===== src/hw/crc_consts.vh =====
// Constants for the programmable CRC generator
`ifndef CRC_CONSTS_VH
`define CRC_CONSTS_VH

// Register byte offsets
`define CRC_OFF_CONTROL     4'h0
`define CRC_OFF_POLY_TAP    4'h4
`define CRC_OFF_WRITE_DATA  4'h8
`define CRC_OFF_DATA_INPUT  4'hC

// Control register field positions
`define CRC_POLY_LENGTH_MINUS_ONE_LSB        0
`define CRC_POLY_LENGTH_MINUS_ONE_MSB        3
`define CRC_GO_BIT          4
`define CRC_EMPTY_BIT       6
`define CRC_FULL_BIT        7
`define CRC_COUNT_LSB       8
`define CRC_COUNT_MSB       12
`define CRC_IDLE_STOP_BIT   13

// Reset values
`define CRC_POLY_LENGTH_MINUS_ONE_RST        4'h0
`define CRC_COUNT_RST       5'h00
`define CRC_TAPS_RST        15'h0000
`define CRC_WORD_RST        16'h0000

// FIFO depth selection
`define CRC_POLY_LENGTH_MINUS_ONE_SHORT_MAX  4'h7
`define CRC_DEPTH_LONG      5'h08
`define CRC_DEPTH_SHORT     5'h10
`define CRC_POLY_LENGTH_MINUS_ONE_TOP        4'hF

`endif


===== src/hw/crc_generator.v =====
// Programmable CRC generator with word FIFO and Avalon-MM register slave
// Summary of operation
// Per-term enables 15..1, 4-bit length field
// Constant term always fed back
// FIFO depth 8 when length field above 7, else 16
// Word width is length field plus one bits
// Write of top byte bumps word count
// Go with words pending feeds the engine
// Engine takes half-length cycles per word
// Full at depth, empty at zero
// Write while full wraps count, no event
// Software waits a cycle before count read
// Event when count falls one to zero
// Software reads result only once empty
// Software flushes FIFO by running go
// Software primes FIFO then polls count
// Sleep freezes whole engine state; a data-input seed write still loads the idle engine while asleep
// Idle stop freezes like sleep, events pass
// Go bit starts and stops the shifter
// Length field is length minus one
// Read-only count field in control 12:8
// Tap bit zero reads zero
// Serial LFSR, msb first, remainder readable
// Reset clears control, empty flag set
`timescale 1ns/1ps
`include "crc_consts.vh"

module crc_generator #(
    parameter W     = 16,
    parameter DEPTH = 16
) (
    // Clock and reset
    input  wire        i_clk,
    input  wire        i_nrst,
    // Avalon-MM slave
    input  wire [3:0]  i_avs_address,
    input  wire        i_avs_read,
    input  wire        i_avs_write,
    input  wire [31:0] i_avs_writedata,
    input  wire [3:0]  i_avs_byteenable,
    output reg  [31:0] o_avs_readdata,
    output wire        o_avs_waitrequest,
    // Power modes
    input  wire        i_sleep,
    input  wire        i_idle,
    // Event to the interrupt controller
    output reg         o_crc_event,
    // Status
    output wire        o_fifo_full_flag,
    output wire        o_fifo_empty_flag
);

////////////////////////////////////////////////////////////////////////////
// Registers and nets

reg  [3:0]   poly_length_minus_one_q;
reg          shift_go_q;
reg          idle_stop_q;
reg  [15:1]  poly_taps_q;
reg  [4:0]   fifo_word_count_q;
reg  [4:0]   fifo_word_count_d;
reg  [3:0]   wr_ptr_q;
reg  [3:0]   wr_ptr_d;
reg  [3:0]   rd_ptr_q;
reg  [3:0]   rd_ptr_d;
reg  [W-1:0] fifo_mem_q [0:DEPTH-1];
reg  [15:0]  hold_q;
reg          ack_q;

wire         req;
wire         bus_wr;
wire         bus_rd;
wire         sel_ctrl;
wire         sel_poly;
wire         sel_wdat;
wire         sel_dinp;
wire [15:0]  hold_merged;
wire [W-1:0] word_mask;
wire [W-1:0] push_word;
wire         top_lane_hit;
wire         push;
wire         wrap;
wire         pop;
wire [4:0]   depth_now;
wire         frozen;
wire         eng_ready;
wire         eng_busy;
wire [W-1:0] eng_crc;
wire [15:0]  ctrl_view;
wire [15:0]  poly_view;

////////////////////////////////////////////////////////////////////////////
// Bus decode, one wait state on every access

assign req      = i_avs_read | i_avs_write;
assign o_avs_waitrequest = req & ~ack_q;
assign bus_wr   = i_avs_write & ack_q;
assign bus_rd   = i_avs_read & ~ack_q;
assign sel_ctrl = (i_avs_address == `CRC_OFF_CONTROL);
assign sel_poly = (i_avs_address == `CRC_OFF_POLY_TAP);
assign sel_wdat = (i_avs_address == `CRC_OFF_WRITE_DATA);
assign sel_dinp = (i_avs_address == `CRC_OFF_DATA_INPUT);

always @(posedge i_clk) begin
    if (!i_nrst) begin
        ack_q <= 1'b0;
    end else begin
        ack_q <= req & ~ack_q;
    end
end

////////////////////////////////////////////////////////////////////////////
// Power-save freeze

// sleep holds state
// idle stop option
assign frozen = i_sleep | (i_idle & idle_stop_q);

////////////////////////////////////////////////////////////////////////////
// Control and tap registers

// reset values
always @(posedge i_clk) begin
    if (!i_nrst) begin
        poly_length_minus_one_q <= `CRC_POLY_LENGTH_MINUS_ONE_RST;
        shift_go_q              <= 1'b0;
        idle_stop_q             <= 1'b0;
        poly_taps_q             <= `CRC_TAPS_RST;
    end else if (bus_wr) begin
        if (sel_ctrl && i_avs_byteenable[0]) begin
            // length minus one
            poly_length_minus_one_q <=
                i_avs_writedata[`CRC_POLY_LENGTH_MINUS_ONE_MSB:`CRC_POLY_LENGTH_MINUS_ONE_LSB];
            // go on or off
            shift_go_q <= i_avs_writedata[`CRC_GO_BIT];
        end
        if (sel_ctrl && i_avs_byteenable[1]) begin
            idle_stop_q <= i_avs_writedata[`CRC_IDLE_STOP_BIT];
        end
        // per-term enables
        if (sel_poly && i_avs_byteenable[0]) begin
            poly_taps_q[7:1] <= i_avs_writedata[7:1];
        end
        if (sel_poly && i_avs_byteenable[1]) begin
            poly_taps_q[15:8] <= i_avs_writedata[15:8];
        end
    end
end

////////////////////////////////////////////////////////////////////////////
// Write staging: a word may arrive one byte at a time

assign hold_merged = {
    i_avs_byteenable[1] ? i_avs_writedata[15:8] : hold_q[15:8],
    i_avs_byteenable[0] ? i_avs_writedata[7:0]  : hold_q[7:0]
};

// drop bits above width
assign word_mask = ~({W{1'b1}} << ({1'b0, poly_length_minus_one_q} + 5'h01));
assign push_word = hold_merged[W-1:0] & word_mask;

// top lane completes word
assign top_lane_hit = (poly_length_minus_one_q > `CRC_POLY_LENGTH_MINUS_ONE_SHORT_MAX) ?
                      i_avs_byteenable[1] : i_avs_byteenable[0];

assign push = bus_wr & sel_wdat & top_lane_hit;

always @(posedge i_clk) begin
    if (!i_nrst) begin
        hold_q <= `CRC_WORD_RST;
    end else if (bus_wr && sel_wdat) begin
        hold_q <= hold_merged;
    end
end

////////////////////////////////////////////////////////////////////////////
// FIFO occupancy

// depth from length
assign depth_now = (poly_length_minus_one_q > `CRC_POLY_LENGTH_MINUS_ONE_SHORT_MAX) ?
                   `CRC_DEPTH_LONG : `CRC_DEPTH_SHORT;

// full and empty flags
assign o_fifo_full_flag  = (fifo_word_count_q == depth_now);
assign o_fifo_empty_flag = (fifo_word_count_q == 5'h00);

// overrun wraps to empty
assign wrap = push & o_fifo_full_flag;

// drain while go set
assign pop = shift_go_q & ~o_fifo_empty_flag & eng_ready & ~frozen & ~wrap;

always @* begin
    fifo_word_count_d = fifo_word_count_q;
    wr_ptr_d          = wr_ptr_q;
    rd_ptr_d          = rd_ptr_q;
    if (wrap) begin
        // Overrun word is lost; pointers restart together
        fifo_word_count_d = 5'h00;
        wr_ptr_d          = 4'h0;
        rd_ptr_d          = 4'h0;
    end else begin
        if (push) begin
            wr_ptr_d = wr_ptr_q + 4'h1;
        end
        if (pop) begin
            rd_ptr_d = rd_ptr_q + 4'h1;
        end
        if (push && !pop) begin
            fifo_word_count_d = fifo_word_count_q + 5'h01;
        end else if (pop && !push) begin
            fifo_word_count_d = fifo_word_count_q - 5'h01;
        end
    end
end

always @(posedge i_clk) begin
    if (!i_nrst) begin
        fifo_word_count_q <= `CRC_COUNT_RST;
        wr_ptr_q          <= 4'h0;
        rd_ptr_q          <= 4'h0;
    end else begin
        fifo_word_count_q <= fifo_word_count_d;
        wr_ptr_q          <= wr_ptr_d;
        rd_ptr_q          <= rd_ptr_d;
    end
end

////////////////////////////////////////////////////////////////////////////
// FIFO storage, one entry per generate slot

genvar gi;
generate
    for (gi = 0; gi < DEPTH; gi = gi + 1) begin : g_entry
        always @(posedge i_clk) begin
            if (!i_nrst) begin
                fifo_mem_q[gi] <= {W{1'b0}};
            end else if (push && !wrap && wr_ptr_q == gi) begin
                fifo_mem_q[gi] <= push_word;
            end
        end
    end
endgenerate

////////////////////////////////////////////////////////////////////////////
// Completion event

// count one to zero
// Wrap never raises it; pulse still passes while frozen
always @(posedge i_clk) begin
    if (!i_nrst) begin
        o_crc_event <= 1'b0;
    end else begin
        o_crc_event <= pop && !push && (fifo_word_count_q == 5'h01);
    end
end

////////////////////////////////////////////////////////////////////////////
// Shift engine

crc_shift_engine #(
    .W (W)
) u_engine (
    .i_clk     (i_clk),
    .i_nrst    (i_nrst),
    .i_run     (~frozen),
    .i_load    (pop),
    .i_word    (fifo_mem_q[rd_ptr_q]),
    .i_seed_we (bus_wr & sel_dinp),
    .i_seed    (i_avs_writedata[W-1:0]),
    .i_poly_length_minus_one    (poly_length_minus_one_q),
    .i_taps    (poly_taps_q),
    .o_ready   (eng_ready),
    .o_busy    (eng_busy),
    .o_crc     (eng_crc)
);

////////////////////////////////////////////////////////////////////////////
// Read path

// count field view
assign ctrl_view = {
    2'b00,
    idle_stop_q,
    fifo_word_count_q,
    o_fifo_full_flag,
    o_fifo_empty_flag,
    1'b0,
    shift_go_q,
    poly_length_minus_one_q
};

// tap bit zero reads zero
assign poly_view = {poly_taps_q, 1'b0};

// Read data is captured in the wait cycle and stands while ack is high
always @(posedge i_clk) begin
    if (!i_nrst) begin
        o_avs_readdata <= 32'h00000000;
    end else if (bus_rd) begin
        if (sel_ctrl) begin
            o_avs_readdata <= {16'h0000, ctrl_view};
        end else if (sel_poly) begin
            o_avs_readdata <= {16'h0000, poly_view};
        end else if (sel_wdat || sel_dinp) begin
            // remainder readable
            o_avs_readdata <= {{(32-W){1'b0}}, eng_crc};
        end else begin
            o_avs_readdata <= 32'h00000000;
        end
    end
end

endmodule


===== src/hw/crc_shift_engine.v =====
// Two-bit-per-clock linear feedback shift engine for the CRC generator
`timescale 1ns/1ps
`include "crc_consts.vh"

module crc_shift_engine #(
    parameter W = 16
) (
    // Clock and reset
    input  wire         i_clk,
    input  wire         i_nrst,
    // Control
    input  wire         i_run,
    input  wire         i_load,
    input  wire [W-1:0] i_word,
    input  wire         i_seed_we,
    input  wire [W-1:0] i_seed,
    input  wire [3:0]   i_poly_length_minus_one,
    input  wire [15:1]  i_taps,
    // Status and result
    output wire         o_ready,
    output wire         o_busy,
    output wire [W-1:0] o_crc
);

reg  [W-1:0] data_q;
reg  [4:0]   left_q;
reg  [W-1:0] crc_q;
wire [W-1:0] mask;
wire [W-1:0] taps;
wire [W-1:0] crc_one;
wire [W-1:0] crc_two;

function [W-1:0] lfsr_step;
    input [W-1:0] c;
    input         b;
    input [W-1:0] t;
    input [W-1:0] m;
    input [3:0]   p;
    reg           fb;
    begin
        fb = b ^ c[p];
        lfsr_step = ({c[W-2:0], 1'b0} ^ (fb ? t : {W{1'b0}})) & m;
    end
endfunction

////////////////////////////////////////////////////////////////////////////
// constant term fixed on
assign taps    = {i_taps, 1'b1};
// Top term of the polynomial is implied by the shift out of bit poly_length_minus_one
assign mask    = ~({W{1'b1}} << ({1'b0, i_poly_length_minus_one} + 5'h01));
// msb first feedback
assign crc_one = lfsr_step(crc_q, data_q[W-1], taps, mask, i_poly_length_minus_one);
assign crc_two = lfsr_step(crc_one, data_q[W-2], taps, mask, i_poly_length_minus_one);

// Next word may load in the cycle the last bits leave
assign o_ready = (left_q == 5'h00) || (i_run && (left_q <= 5'h02));
assign o_busy  = (left_q != 5'h00);
assign o_crc   = crc_q;

////////////////////////////////////////////////////////////////////////////
always @(posedge i_clk) begin
    if (!i_nrst) begin
        data_q <= `CRC_WORD_RST;
        left_q <= 5'h00;
        crc_q  <= `CRC_WORD_RST;
    end else begin
        if (i_seed_we && !o_busy) begin
            crc_q <= i_seed & mask;
        end else if (i_run && left_q != 5'h00) begin
            // two bits per clock
            crc_q  <= (left_q >= 5'h02) ? crc_two : crc_one;
            data_q <= data_q << 2;
            left_q <= (left_q >= 5'h02) ? left_q - 5'h02 : 5'h00;
        end
        if (i_load) begin
            data_q <= i_word << (`CRC_POLY_LENGTH_MINUS_ONE_TOP - i_poly_length_minus_one);
            left_q <= {1'b0, i_poly_length_minus_one} + 5'h01;
        end
    end
end

endmodule


===== config.mk =====
export PLATFORM = sky130hd
export DESIGN_NAME = crc_generator
export DESIGN_NICKNAME = d
export VERILOG_FILES = /design/src/hw/crc_generator.v /design/src/hw/crc_shift_engine.v
export VERILOG_INCLUDE_DIRS = /design/src /design/src/hw
export SDC_FILE = /design/constraint.sdc
export NUM_CORES = 1
export LEC_CHECK = 0
export ABC_AREA = 1
export BUFFER_PORTS_ARGS = -buffer_cell sky130_fd_sc_hd__buf_2
export CORE_AREA = 2 2 208 210
export DETAILED_ROUTE_END_ITERATION = 6
export DIE_AREA = 0 0 210 212
export SLEW_MARGIN = 0
export SYNTH_ARGS = -nofsm -noshare
export SYNTH_HDL_FRONTEND = slang
export SYNTH_HIERARCHICAL = 1
export SYNTH_SLANG_ARGS = --single-unit
export TNS_END_PERCENT = 30

===== constraint.sdc =====
create_clock -name i_clk -period 2.7 [get_ports i_clk]
set_input_delay 0.135 -clock i_clk [delete_from_list [all_inputs] [get_ports i_clk]]
set_output_delay 0.135 -clock i_clk [all_outputs]
set_load 0.01 [all_outputs]

==> flow_summary.rst, run 1 <==
.. list-table::
   :header-rows: 1

   * - Metric
     - Value
   * - Die Outline Area
     - 0.04452 mm²
   * - Clock tree from TritonCTS
     - yes
   * - Data required time at the worst endpoint
     - 3150 ps
   * - Startpoint of the lowest-slack hold path
     - i_nrst
   * - Hold WC Path Type
     - input port to flip-flop
   * - Number of DRC markers after the initial detailed-route iteration
     - 1718
   * - Outcome
     - finished, violations left
   * - Max IR drop VDD
     - 0.3919 mV
   * - Worst R2R Start
     - poly_length_minus_one_q[0]$_SDFFE_PN0P_
   * - Fin util
     - 0.5481
   * - Slew at the pin closest to its max-slew limit
     - 838.3 ps
   * - Final setup margin
     - -103.2 ps
   * - Wire length of the first global-routing pass
     - 92400 µm
   * - DP Cell Count
     - 2868
   * - Final GP Congestion
     - 0.9273
   * - Maximum frequency from static timing analysis
     - 356.7 MHz
   * - Height of the chip
     - 212 µm
   * - Share of post-route cells with drive strength above 1
     - 0.2237
   * - Startpoint-to-endpoint class of the critical path
     - flip-flop to flip-flop
   * - Combined area of the multi-input logic cells
     - 0.008263 mm²
   * - Delay of the slowest cell on the worst path
     - 420 ps
   * - Vias in the first global route
     - 15900
   * - Clock sinks
     - 365
   * - Most numerous cell on the critical path
     - sky130_fd_sc_hd__nand2_1
   * - Crit end category
     - flip-flop
   * - Capture endpoint of the worst hold path
     - u_engine/o_crc[10]$_SDFFE_PN0P_
   * - Inserted Clock Buffers
     - 41
   * - Initial Util
     - 0.4427
   * - Maximum number of pins on one net before global-route repair
     - 43
   * - Net count, final
     - 2468
   * - Power per cell area
     - 530.4 mW/mm²
   * - Routed WL per cell
     - 20.63 µm
   * - Site row count
     - 76
   * - Fin Setup TNS
     - -1015 ps
   * - Max cap viols
     - 0
   * - Ratio of final minimum period to clock period
     - 1.038
   * - Synthesized area
     - 0.01882 mm²
   * - Count of buffer and inverter cells on the critical path
     - 3
   * - Violated checks
     - negative setup slack
   * - Synthesis Warnings
     - 6
   * - Overall routed net length
     - 61530 µm
   * - Floorplan die width
     - 210 µm
   * - Clock insertion delay at the later pin of the skew report
     - 570 ps
   * - Crit-path cells
     - buf_6, nand2_2, nand3_2, nand3_2, nand3_4, nand2_4, nand2_4, nand2_8, buf_8, nand3_1, nand3_2, nand2_1, nand2_1, nor2_1, nand2_1, nand3_2, nand2_2, nand2_4, buf_12, nand3_1, nand2_1, nand3_1, nand2_1, a21oi_2
   * - Most frequently used flop master after synthesis
     - sky130_fd_sc_hd__edfxtp_1
   * - Data arrival, critical path
     - 3250 ps
   * - Filler cells
     - 3769
   * - Total inserted antenna cells
     - 0
   * - Sequential share of the synthesized area
     - 0.5244
   * - Ports
     - 82
   * - Slew headroom
     - 0.4398
   * - Syn Inst Count
     - 2203
   * - Count of input and output buffers
     - 47
   * - Placed wire-length estimate after detailed placement
     - 40760 µm
   * - Unrepaired setup endpoints after global routing
     - yes
   * - Remaining antenna violation count after routing
     - 0
   * - Area inside the core boundary
     - 0.04251 mm²
   * - Total global-route track usage
     - 0.2713
   * - Post-synthesis sequential element count
     - 365
   * - Final-layout worst hold slack
     - 73.58 ps
   * - Non-filler cells in the finished layout
     - 2982
   * - Minimum clock period
     - 2803 ps
   * - Library cells used by synthesis
     - 49
   * - Asr flop ratio synth
     - 0
   * - Cell family with most CP delay
     - simple AND/OR/NAND/NOR gates
   * - Mean post-synth cell area
     - 8.543 µm²
   * - Skew final
     - 22.80 ps
   * - Global route total overflow
     - 0
   * - Depth of the CTS H-tree
     - 2
   * - PnR Total Power
     - 12.36 mW
   * - Vias per std cell
     - 5.724
   * - Crit start category
     - flip-flop
   * - Clock transition at the registers of the reported paths
     - 70 ps
   * - Antenna violations before repair
     - 0
   * - Clock Tree Root
     - sky130_fd_sc_hd__clkbuf_16
   * - Drt pass-1 iters
     - 6
   * - DRC Markers
     - 0
   * - Final-report hold violation count
     - 0
   * - Number of cells on the worst hold path
     - 3
   * - Max-slew violation count
     - 0
   * - Area grow syn2layout
     - 23.79%
   * - CP Max Fanout
     - 14
   * - Longest Clk Path Bufs
     - 3
   * - Number of enable flip-flop cells after synthesis
     - 256
   * - Area taken by flip-flops and latches
     - 0.009881 mm²
   * - Number of vias in the routed layout
     - 17070
   * - Leakage
     - 8.443 nW
   * - Slowest stage cell, crit path
     - sky130_fd_sc_hd__dfxtp_4
   * - Setup violation total in the final timing report
     - 14
   * - Depth of the worst register-to-register path
     - 24
   * - Slack of the worst reg-to-reg path
     - -100 ps
   * - Reg-to-reg endpoint
     - u_engine/o_crc[4]$_SDFFE_PN0P_
timing repair:
item / in CTS / in global routing
endpoints found under the setup margin: 21 / 37
hold endpoints to repair: 35 / 0
pin swaps: 3 / 35
cloned: 3 / 3
setup buffers: 4 / 14
gates resized for setup: 37 / 171
hold buffers: 18 / 0
worst max-delay path by stage:
stage	slack, ps	start	cells past startpoint	end
final	-100	poly_length_minus_one_q[0]$_SDFFE_PN0P_	24	u_engine/o_crc[4]$_SDFFE_PN0P_
after global routing	-240	poly_length_minus_one_q[0]$_SDFFE_PN0P_	23	u_engine/o_crc[13]$_SDFFE_PN0P_
after global placement	-80	poly_length_minus_one_q[0]$_SDFFE_PN0P_	21	u_engine/o_crc[12]$_SDFFE_PN0P_
after CTS	-20	poly_length_minus_one_q[0]$_SDFFE_PN0P_	25	u_engine/o_crc[11]$_SDFFE_PN0P_
after floorplan	-190	poly_length_minus_one_q[3]$_SDFFE_PN0P_	8	fifo_mem_q[11][0]$_SDFFCE_PN0P_
after detailed placement	-140	poly_length_minus_one_q[0]$_SDFFE_PN0P_	21	u_engine/o_crc[12]$_SDFFE_PN0P_
placed cells by master (no fill, tap or decap), types with 20 or more instances in the layout:
cell type,count
sky130_fd_sc_hd__nor2_1,456
sky130_fd_sc_hd__edfxtp_1,256
sky130_fd_sc_hd__nand2_1,240
sky130_fd_sc_hd__o21ai_0,231
sky130_fd_sc_hd__buf_4,201
sky130_fd_sc_hd__inv_1,130
sky130_fd_sc_hd__a21oi_1,107
sky130_fd_sc_hd__dfxtp_1,104
sky130_fd_sc_hd__nand3_1,98
sky130_fd_sc_hd__o221ai_1,49
sky130_fd_sc_hd__buf_2,47
sky130_fd_sc_hd__clkbuf_16,44
sky130_fd_sc_hd__nand3_2,42
sky130_fd_sc_hd__nand2_2,42
sky130_fd_sc_hd__o21ai_1,39
sky130_fd_sc_hd__nand3_4,26
sky130_fd_sc_hd__o211ai_1,24
sky130_fd_sc_hd__buf_12,22
sky130_fd_sc_hd__a31oi_1,20
power breakdown:
part / total (mW) / leakage (nW) / internal [mW] / switching [mW]
registers: 6.20 / 3.39 / 6.15 / 0.0527
logic: 0.554 / 4.41 / 0.169 / 0.385
clock network: 5.60 / 0.645 / 3.24 / 2.36
total: 12.4 / 8.44 / 9.56 / 2.79
flip-flops by register name (all words and copies together) (netlist names), named ones only:
register                 flops
ack_q                        1
u_engine/left_q              5
u_engine/o_crc              16
fifo_mem_q                 256
hold_q                      16
fifo_word_count_q            5
wr_ptr_q                     4
o_crc_event                  1
o_avs_readdata              16
shift_go_q                   1
rd_ptr_q                     4
idle_stop_q                  1
u_engine/data_q             16
poly_taps_q                 15
poly_length_minus_one_q      4
routing by layer:
layer	vias up	track usage	share of wire
met2	719	0.4215	0.45
li1	7972	-	-
met3	119	0.03767	0.076
met5	-	0	0
met1	8260	0.3871	0.44
met4	0	0.1015	0.032
area by class of cell:
cell class              count  share of cell area
multi-input cells        1537              0.3547
clock buffers              57             0.04882
clock inverters            17            0.007841
repair buffers            298              0.1077
inverters                 162             0.02750
well taps                 546             0.02932
flip-flops and latches    365              0.4241
cells by family after synthesis:
group,after synthesis,share of synthesized area
muxes,4,0.002128
DFF,365,0.5244
and+or+nand+nor,973,0.2272
xor gates and xnor gates,7,0.003258
adders and majority gates,17,0.01130
buffers and inverters,316,0.07480
other,1,0.0001993
AOI/OAI and AO/OA,520,0.1567
synth_stat cells, drive strengths merged (4+ instances only):
master  instances  area [µm²]
a21oi         119       599.3
a31oi          20       125.1
buf            70       471.7
clkbuf         84       315.3
clkinv          8       30.03
dfxtp         109        2182
edfxtp        256        7687
ha             17       212.7
inv           154       590.6
mux2i           4       40.04
nand2         295        1157
nand3         166        1056
nand4          15       93.84
nor2          474        1833
nor3           18       101.4
o211ai         24       180.2
o21ai         280        1405
o221ai         54       473.0
o22ai          13       81.33
xnor2           4       35.03
tightest hold or removal path: stages:
cell and delay, ps:
sky130_fd_sc_hd__buf_4 260, sky130_fd_sc_hd__o21ai_0 130, sky130_fd_sc_hd__a21oi_1 40
per-stage QoR:
stage / instance area [µm²] / setup WS (ps)
after CTS: 22600 / -18.12
final: 23300 / -103.2
after detailed placement: 20850 / -139.0
after floorplan: 18880 / -191.8
after global placement: 20850 / -75.76
after global routing: 23300 / -236.8
(Power assumes the default switching activity.)
==> inputs of run 2 (changes only) <==
--- a/config.mk
+++ b/config.mk
@@ -6,9 +6,9 @@
 export SDC_FILE = /design/constraint.sdc
 export NUM_CORES = 1
 export LEC_CHECK = 0
-export ABC_AREA = 1
 export BUFFER_PORTS_ARGS = -buffer_cell sky130_fd_sc_hd__buf_2
 export CORE_AREA = 2 2 208 210
+export CTS_CLUSTER_SIZE = 16
 export DETAILED_ROUTE_END_ITERATION = 6
 export DIE_AREA = 0 0 210 212
 export SLEW_MARGIN = 0
==> flow_summary.rst, run 2 <==
.. list-table::
   :header-rows: 1

   * - Metric
     - Value
   * - Delay of the slowest cell on the worst path
     - 480 ps (+60 ps)
   * - Share of power burned in the clock network
     - 0.444 (-0.009)
   * - Drt pass-1 iters
     - 6 (unchanged)
   * - Crit-path cells
     - buf_6, mux2i_2, a21oi_2, o211ai_4, buf_6, mux2_4, o31ai_4, a21oi_2, mux4_2, a22o_4, and3_4, or2_4, mux2_4, o21a_1
   * - Area inside the core boundary
     - 0.04251 mm² (unchanged)
   * - Floorplan die width
     - 210 µm (unchanged)
   * - Global route total overflow
     - 0 (unchanged)
   * - Crit end category
     - flip-flop
   * - Number of vias in the routed layout
     - 14780 (-13%)
   * - Ports
     - 82 (unchanged)
   * - Number of DRC markers after the initial detailed-route iteration
     - 1427 (-17%)
   * - Part of the power in combinational logic
     - 0.056 (+0.011)
   * - Non-filler cells in the finished layout
     - 2532 (-15%)
   * - Fraction of power consumed by sequential logic
     - 0.501 (about the same)
   * - Ranking of synthesized cells by area
     - sky130_fd_sc_hd__edfxtp_1, sky130_fd_sc_hd__dfxtp_1, sky130_fd_sc_hd__mux4_2
   * - Height of the chip
     - 212 µm (unchanged)
   * - Number of enable flip-flop cells after synthesis
     - 256 (unchanged)
   * - Power per cell area
     - 527.7 mW/mm² (-0.51%)
   * - Max cap viols
     - 0 (unchanged)
   * - Net count, final
     - 2019 (-18%)
   * - Final-report hold violation count
     - 0 (unchanged)
   * - Top cells by instance count after synthesis
     - sky130_fd_sc_hd__nor2_1, sky130_fd_sc_hd__edfxtp_1, sky130_fd_sc_hd__nand2_1, sky130_fd_sc_hd__dfxtp_1, sky130_fd_sc_hd__mux4_2
   * - Antenna violations before repair
     - 0 (unchanged)
   * - Maximum number of pins on one net before global-route repair
     - 46 (+7.0%)
   * - Routed WL per cell
     - 23.75 µm (+15%)
   * - Slew at the pin closest to its max-slew limit
     - 1266 ps (+427.9 ps)
   * - First element of the critical path
     - poly_length_minus_one_q[0]$_SDFFE_PN0P_
   * - Leakage
     - 8.199 nW (-2.9%)
   * - Slew headroom
     - 0.1541 (-0.2857)
   * - Fraction of power spent switching nets
     - 0.2326 (+0.006535)
   * - Max-slew violation count
     - 0 (unchanged)
   * - Wire length of the first global-routing pass
     - 90310 µm (-2.3%)
   * - Maximum frequency from static timing analysis
     - 273.5 MHz (-23%)
   * - Clock tree from TritonCTS
     - yes
   * - Library cells used by synthesis
     - 94 (+92%)
   * - Fin Setup TNS
     - -15830 ps (-14810 ps)
   * - Vias per std cell
     - 5.837 (+2.0%)
   * - Site row count
     - 76 (unchanged)
   * - Unrepaired setup endpoints after global routing
     - yes
   * - Violated checks
     - negative setup slack
   * - Clock sinks
     - 365 (unchanged)
   * - Reg-to-reg endpoint
     - u_engine/o_crc[2]$_SDFFE_PN0P_
   * - Filler cells
     - 3624 (-3.8%)
   * - Clock insertion delay at the later pin of the skew report
     - 590 ps (+20 ps)
   * - Most frequent standard cell in the layout excluding fill and tap cells
     - sky130_fd_sc_hd__nor2_1
   * - Overall routed net length
     - 60120 µm (-2.3%)
   * - Final GP Congestion
     - 0.9666 (+4.2%)
   * - Share of post-route cells with drive strength above 1
     - 0.3013 (+0.07753)
   * - Remaining antenna violation count after routing
     - 0 (unchanged)
   * - Library cell occupying the most area in the post-synthesis netlist
     - sky130_fd_sc_hd__edfxtp_1
   * - Share of the synthesized area in the top cell type
     - 0.4075 (-0.001002)
   * - Setup violation total in the final timing report
     - 29 (+15)
   * - Skew final
     - 30.49 ps (+7.682 ps)
   * - Outcome
     - finished, violations left
   * - Number of cells on the worst hold path
     - 4 (+1)
   * - Data required time at the worst endpoint
     - 3180 ps (+30 ps)
   * - Post-synthesis sequential element count
     - 365 (unchanged)
   * - Synthesis Warnings
     - 6 (unchanged)
   * - Most frequently used flop master after synthesis
     - sky130_fd_sc_hd__edfxtp_1
   * - Flip-flop count of the largest register, all copies and words added
     - 256 (unchanged)
   * - Combined area of the multi-input logic cells
     - 0.008612 mm² (+4.2%)
   * - Clock transition at the registers of the reported paths
     - 60 ps (about the same)
   * - Most repeated cell in the gate-level netlist after synthesis
     - sky130_fd_sc_hd__nor2_1
   * - Hold WC Path Type
     - input port to flip-flop
   * - Startpoint-to-endpoint class of the critical path
     - flip-flop to flip-flop
   * - Final-layout worst hold slack
     - 61.02 ps (-12.56 ps)
   * - Clock Tree Root
     - sky130_fd_sc_hd__clkbuf_16
   * - Area grow syn2layout
     - 25.01%
   * - Fin util
     - 0.5548 (+0.006770)
   * - Capture endpoint of the worst hold path
     - hold_q[9]$_SDFFE_PN0P_
   * - Placed wire-length estimate after detailed placement
     - 41790 µm (+2.5%)
   * - Total global-route track usage
     - 0.2724 (+0.001094)
   * - Syn Inst Count
     - 1690 (-23%)
   * - Startpoint of the lowest-slack hold path
     - i_avs_byteenable[1]
   * - Mean post-synth cell area
     - 11.16 µm² (+31%)
   * - DP Cell Count
     - 2414 (-16%)
   * - Initial Util
     - 0.4438 (+0.001089)
   * - Data arrival, critical path
     - 4130 ps (+880 ps)
   * - Depth of the CTS H-tree
     - 2 (unchanged)
   * - Minimum clock period
     - 3656 ps (+852.5 ps)
   * - CP Max Fanout
     - 7 (-7)
   * - Asr flop ratio synth
     - 0 (unchanged)
   * - Psw
     - 2.894 mW (+3.6%)
   * - Vias in the first global route
     - 14570 (-8.3%)
   * - Die Outline Area
     - 0.04452 mm² (unchanged)
   * - Area taken by flip-flops and latches
     - 0.009883 mm² (about the same)
   * - Slowest stage cell, crit path
     - sky130_fd_sc_hd__mux4_2
   * - Depth of the worst register-to-register path
     - 14 (-42%)
   * - Inserted Clock Buffers
     - 42 (+2.4%)
   * - Ratio of final minimum period to clock period
     - 1.354 (+0.3158)
   * - Commonest cells after routing, fill and taps aside
     - sky130_fd_sc_hd__nor2_1, sky130_fd_sc_hd__edfxtp_1, sky130_fd_sc_hd__buf_4
   * - DRC Markers
     - 0 (unchanged)
   * - Crit start category
     - flip-flop
   * - Longest Clk Path Bufs
     - 3 (unchanged)
   * - Register bank with the most flops
     - fifo_mem_q
   * - Count of input and output buffers
     - 47 (unchanged)
   * - Worst R2R Start
     - poly_length_minus_one_q[0]$_SDFFE_PN0P_
   * - Internal portion of total power
     - 9.552 mW (-0.13%)
   * - Max IR drop VDD
     - 0.5336 mV (+36%)
   * - Slack of the worst reg-to-reg path
     - -960 ps (-850 ps)
   * - Final setup margin
     - -955.7 ps (-852.5 ps)
   * - Sequential share of the synthesized area
     - 0.5231 (-0.001287)
   * - Synthesized area
     - 0.01887 mm² (+0.25%)
==> run 2: cells by family after synthesis <==
kind of cell             Yosys count  synth area share
adder cells (fa/ha/maj)           17           0.01127
AND/OR/NAND/NOR                  656            0.1568
flip-flops                       365            0.5231
buffers and inverters            172           0.04689
other                              1         0.0001988
AO/OA/AOI/OAI                    271           0.09418
multiplexers                     179            0.1541
XOR/XNOR                          29           0.01346
==> run 2: worst max-delay path by stage <==
stage                                            endpoint  slack, ps  cells past startpoint
after global routing      u_engine/o_crc[13]$_SDFFE_PN0P_      -1070                     15
after global placement    u_engine/o_crc[10]$_SDFFE_PN0P_      -1060                     14
final                      u_engine/o_crc[2]$_SDFFE_PN0P_       -960                     14
after floorplan            u_engine/o_crc[2]$_SDFFE_PN0P_      -1030                     15
after detailed placement  u_engine/o_crc[10]$_SDFFE_PN0P_      -1050                     16
after CTS                  u_engine/o_crc[8]$_SDFFE_PN0P_       -900                     14
==> run 2: cell type report <==
class,count,share of cell area
sequential,365,0.4191
multi-input combinational,1169,0.3652
timing repair buffer,346,0.1252
clock buffer,52,0.04658
tap,546,0.02897
clock inverter,21,0.009709
inverter,32,0.005199
antenna,1,0.0001061
==> run 2: routing by layer <==
metal / GRT usage / vias to the layer above / part of all wire
li1: - / 6702 / -
met1: 0.3666 / 7292 / 0.40
met2: 0.4531 / 657 / 0.49
met3: 0.03722 / 128 / 0.073
met4: 0.1000 / 0 / 0.036
met5: 0 / - / 0
==> run 2: critical path: cells and delay by family (launching register included) <==
kind | cells | cell delay, ps
compound gates | 6 | 1080
buf+inv | 2 | 270
flops | 1 | 390
mux | 4 | 1370
simple gates | 2 | 430
==> run 2: what timing repair did <==
item / 4_1_cts / 5_1_grt
endpoints found under the setup margin: 29 / 276
buffers inserted: 4 / 18
gates resized for setup: 44 / 65
cloned: 1 / 2
endpoints found under the hold margin: 47 / 0
pin swaps: 21 / 32
hold buffers: 19 / 0
==> run 2: power groups by stage <==
stage          Combinational (mW)  Clock [mW]  Sequential (mW)
6_report                    0.692        5.52             6.23
2_1_floorplan               0.347           0             6.33
4_1_cts                     0.674        5.61             6.23
5_1_grt                     0.736        5.81             6.25
3_5_place_dp                0.644           0             6.35
3_3_place_gp                0.635           0             6.34
==> run 2: stage by stage <==
stage	setup slack, ps	total power [mW]	cell area [µm²]
after floorplan	-1028	6.681	18960
after global placement	-1065	6.972	21350
after detailed placement	-1047	6.992	21350
after CTS	-904.2	12.51	23080
after global routing	-1073	12.80	23580
final	-955.7	12.45	23580
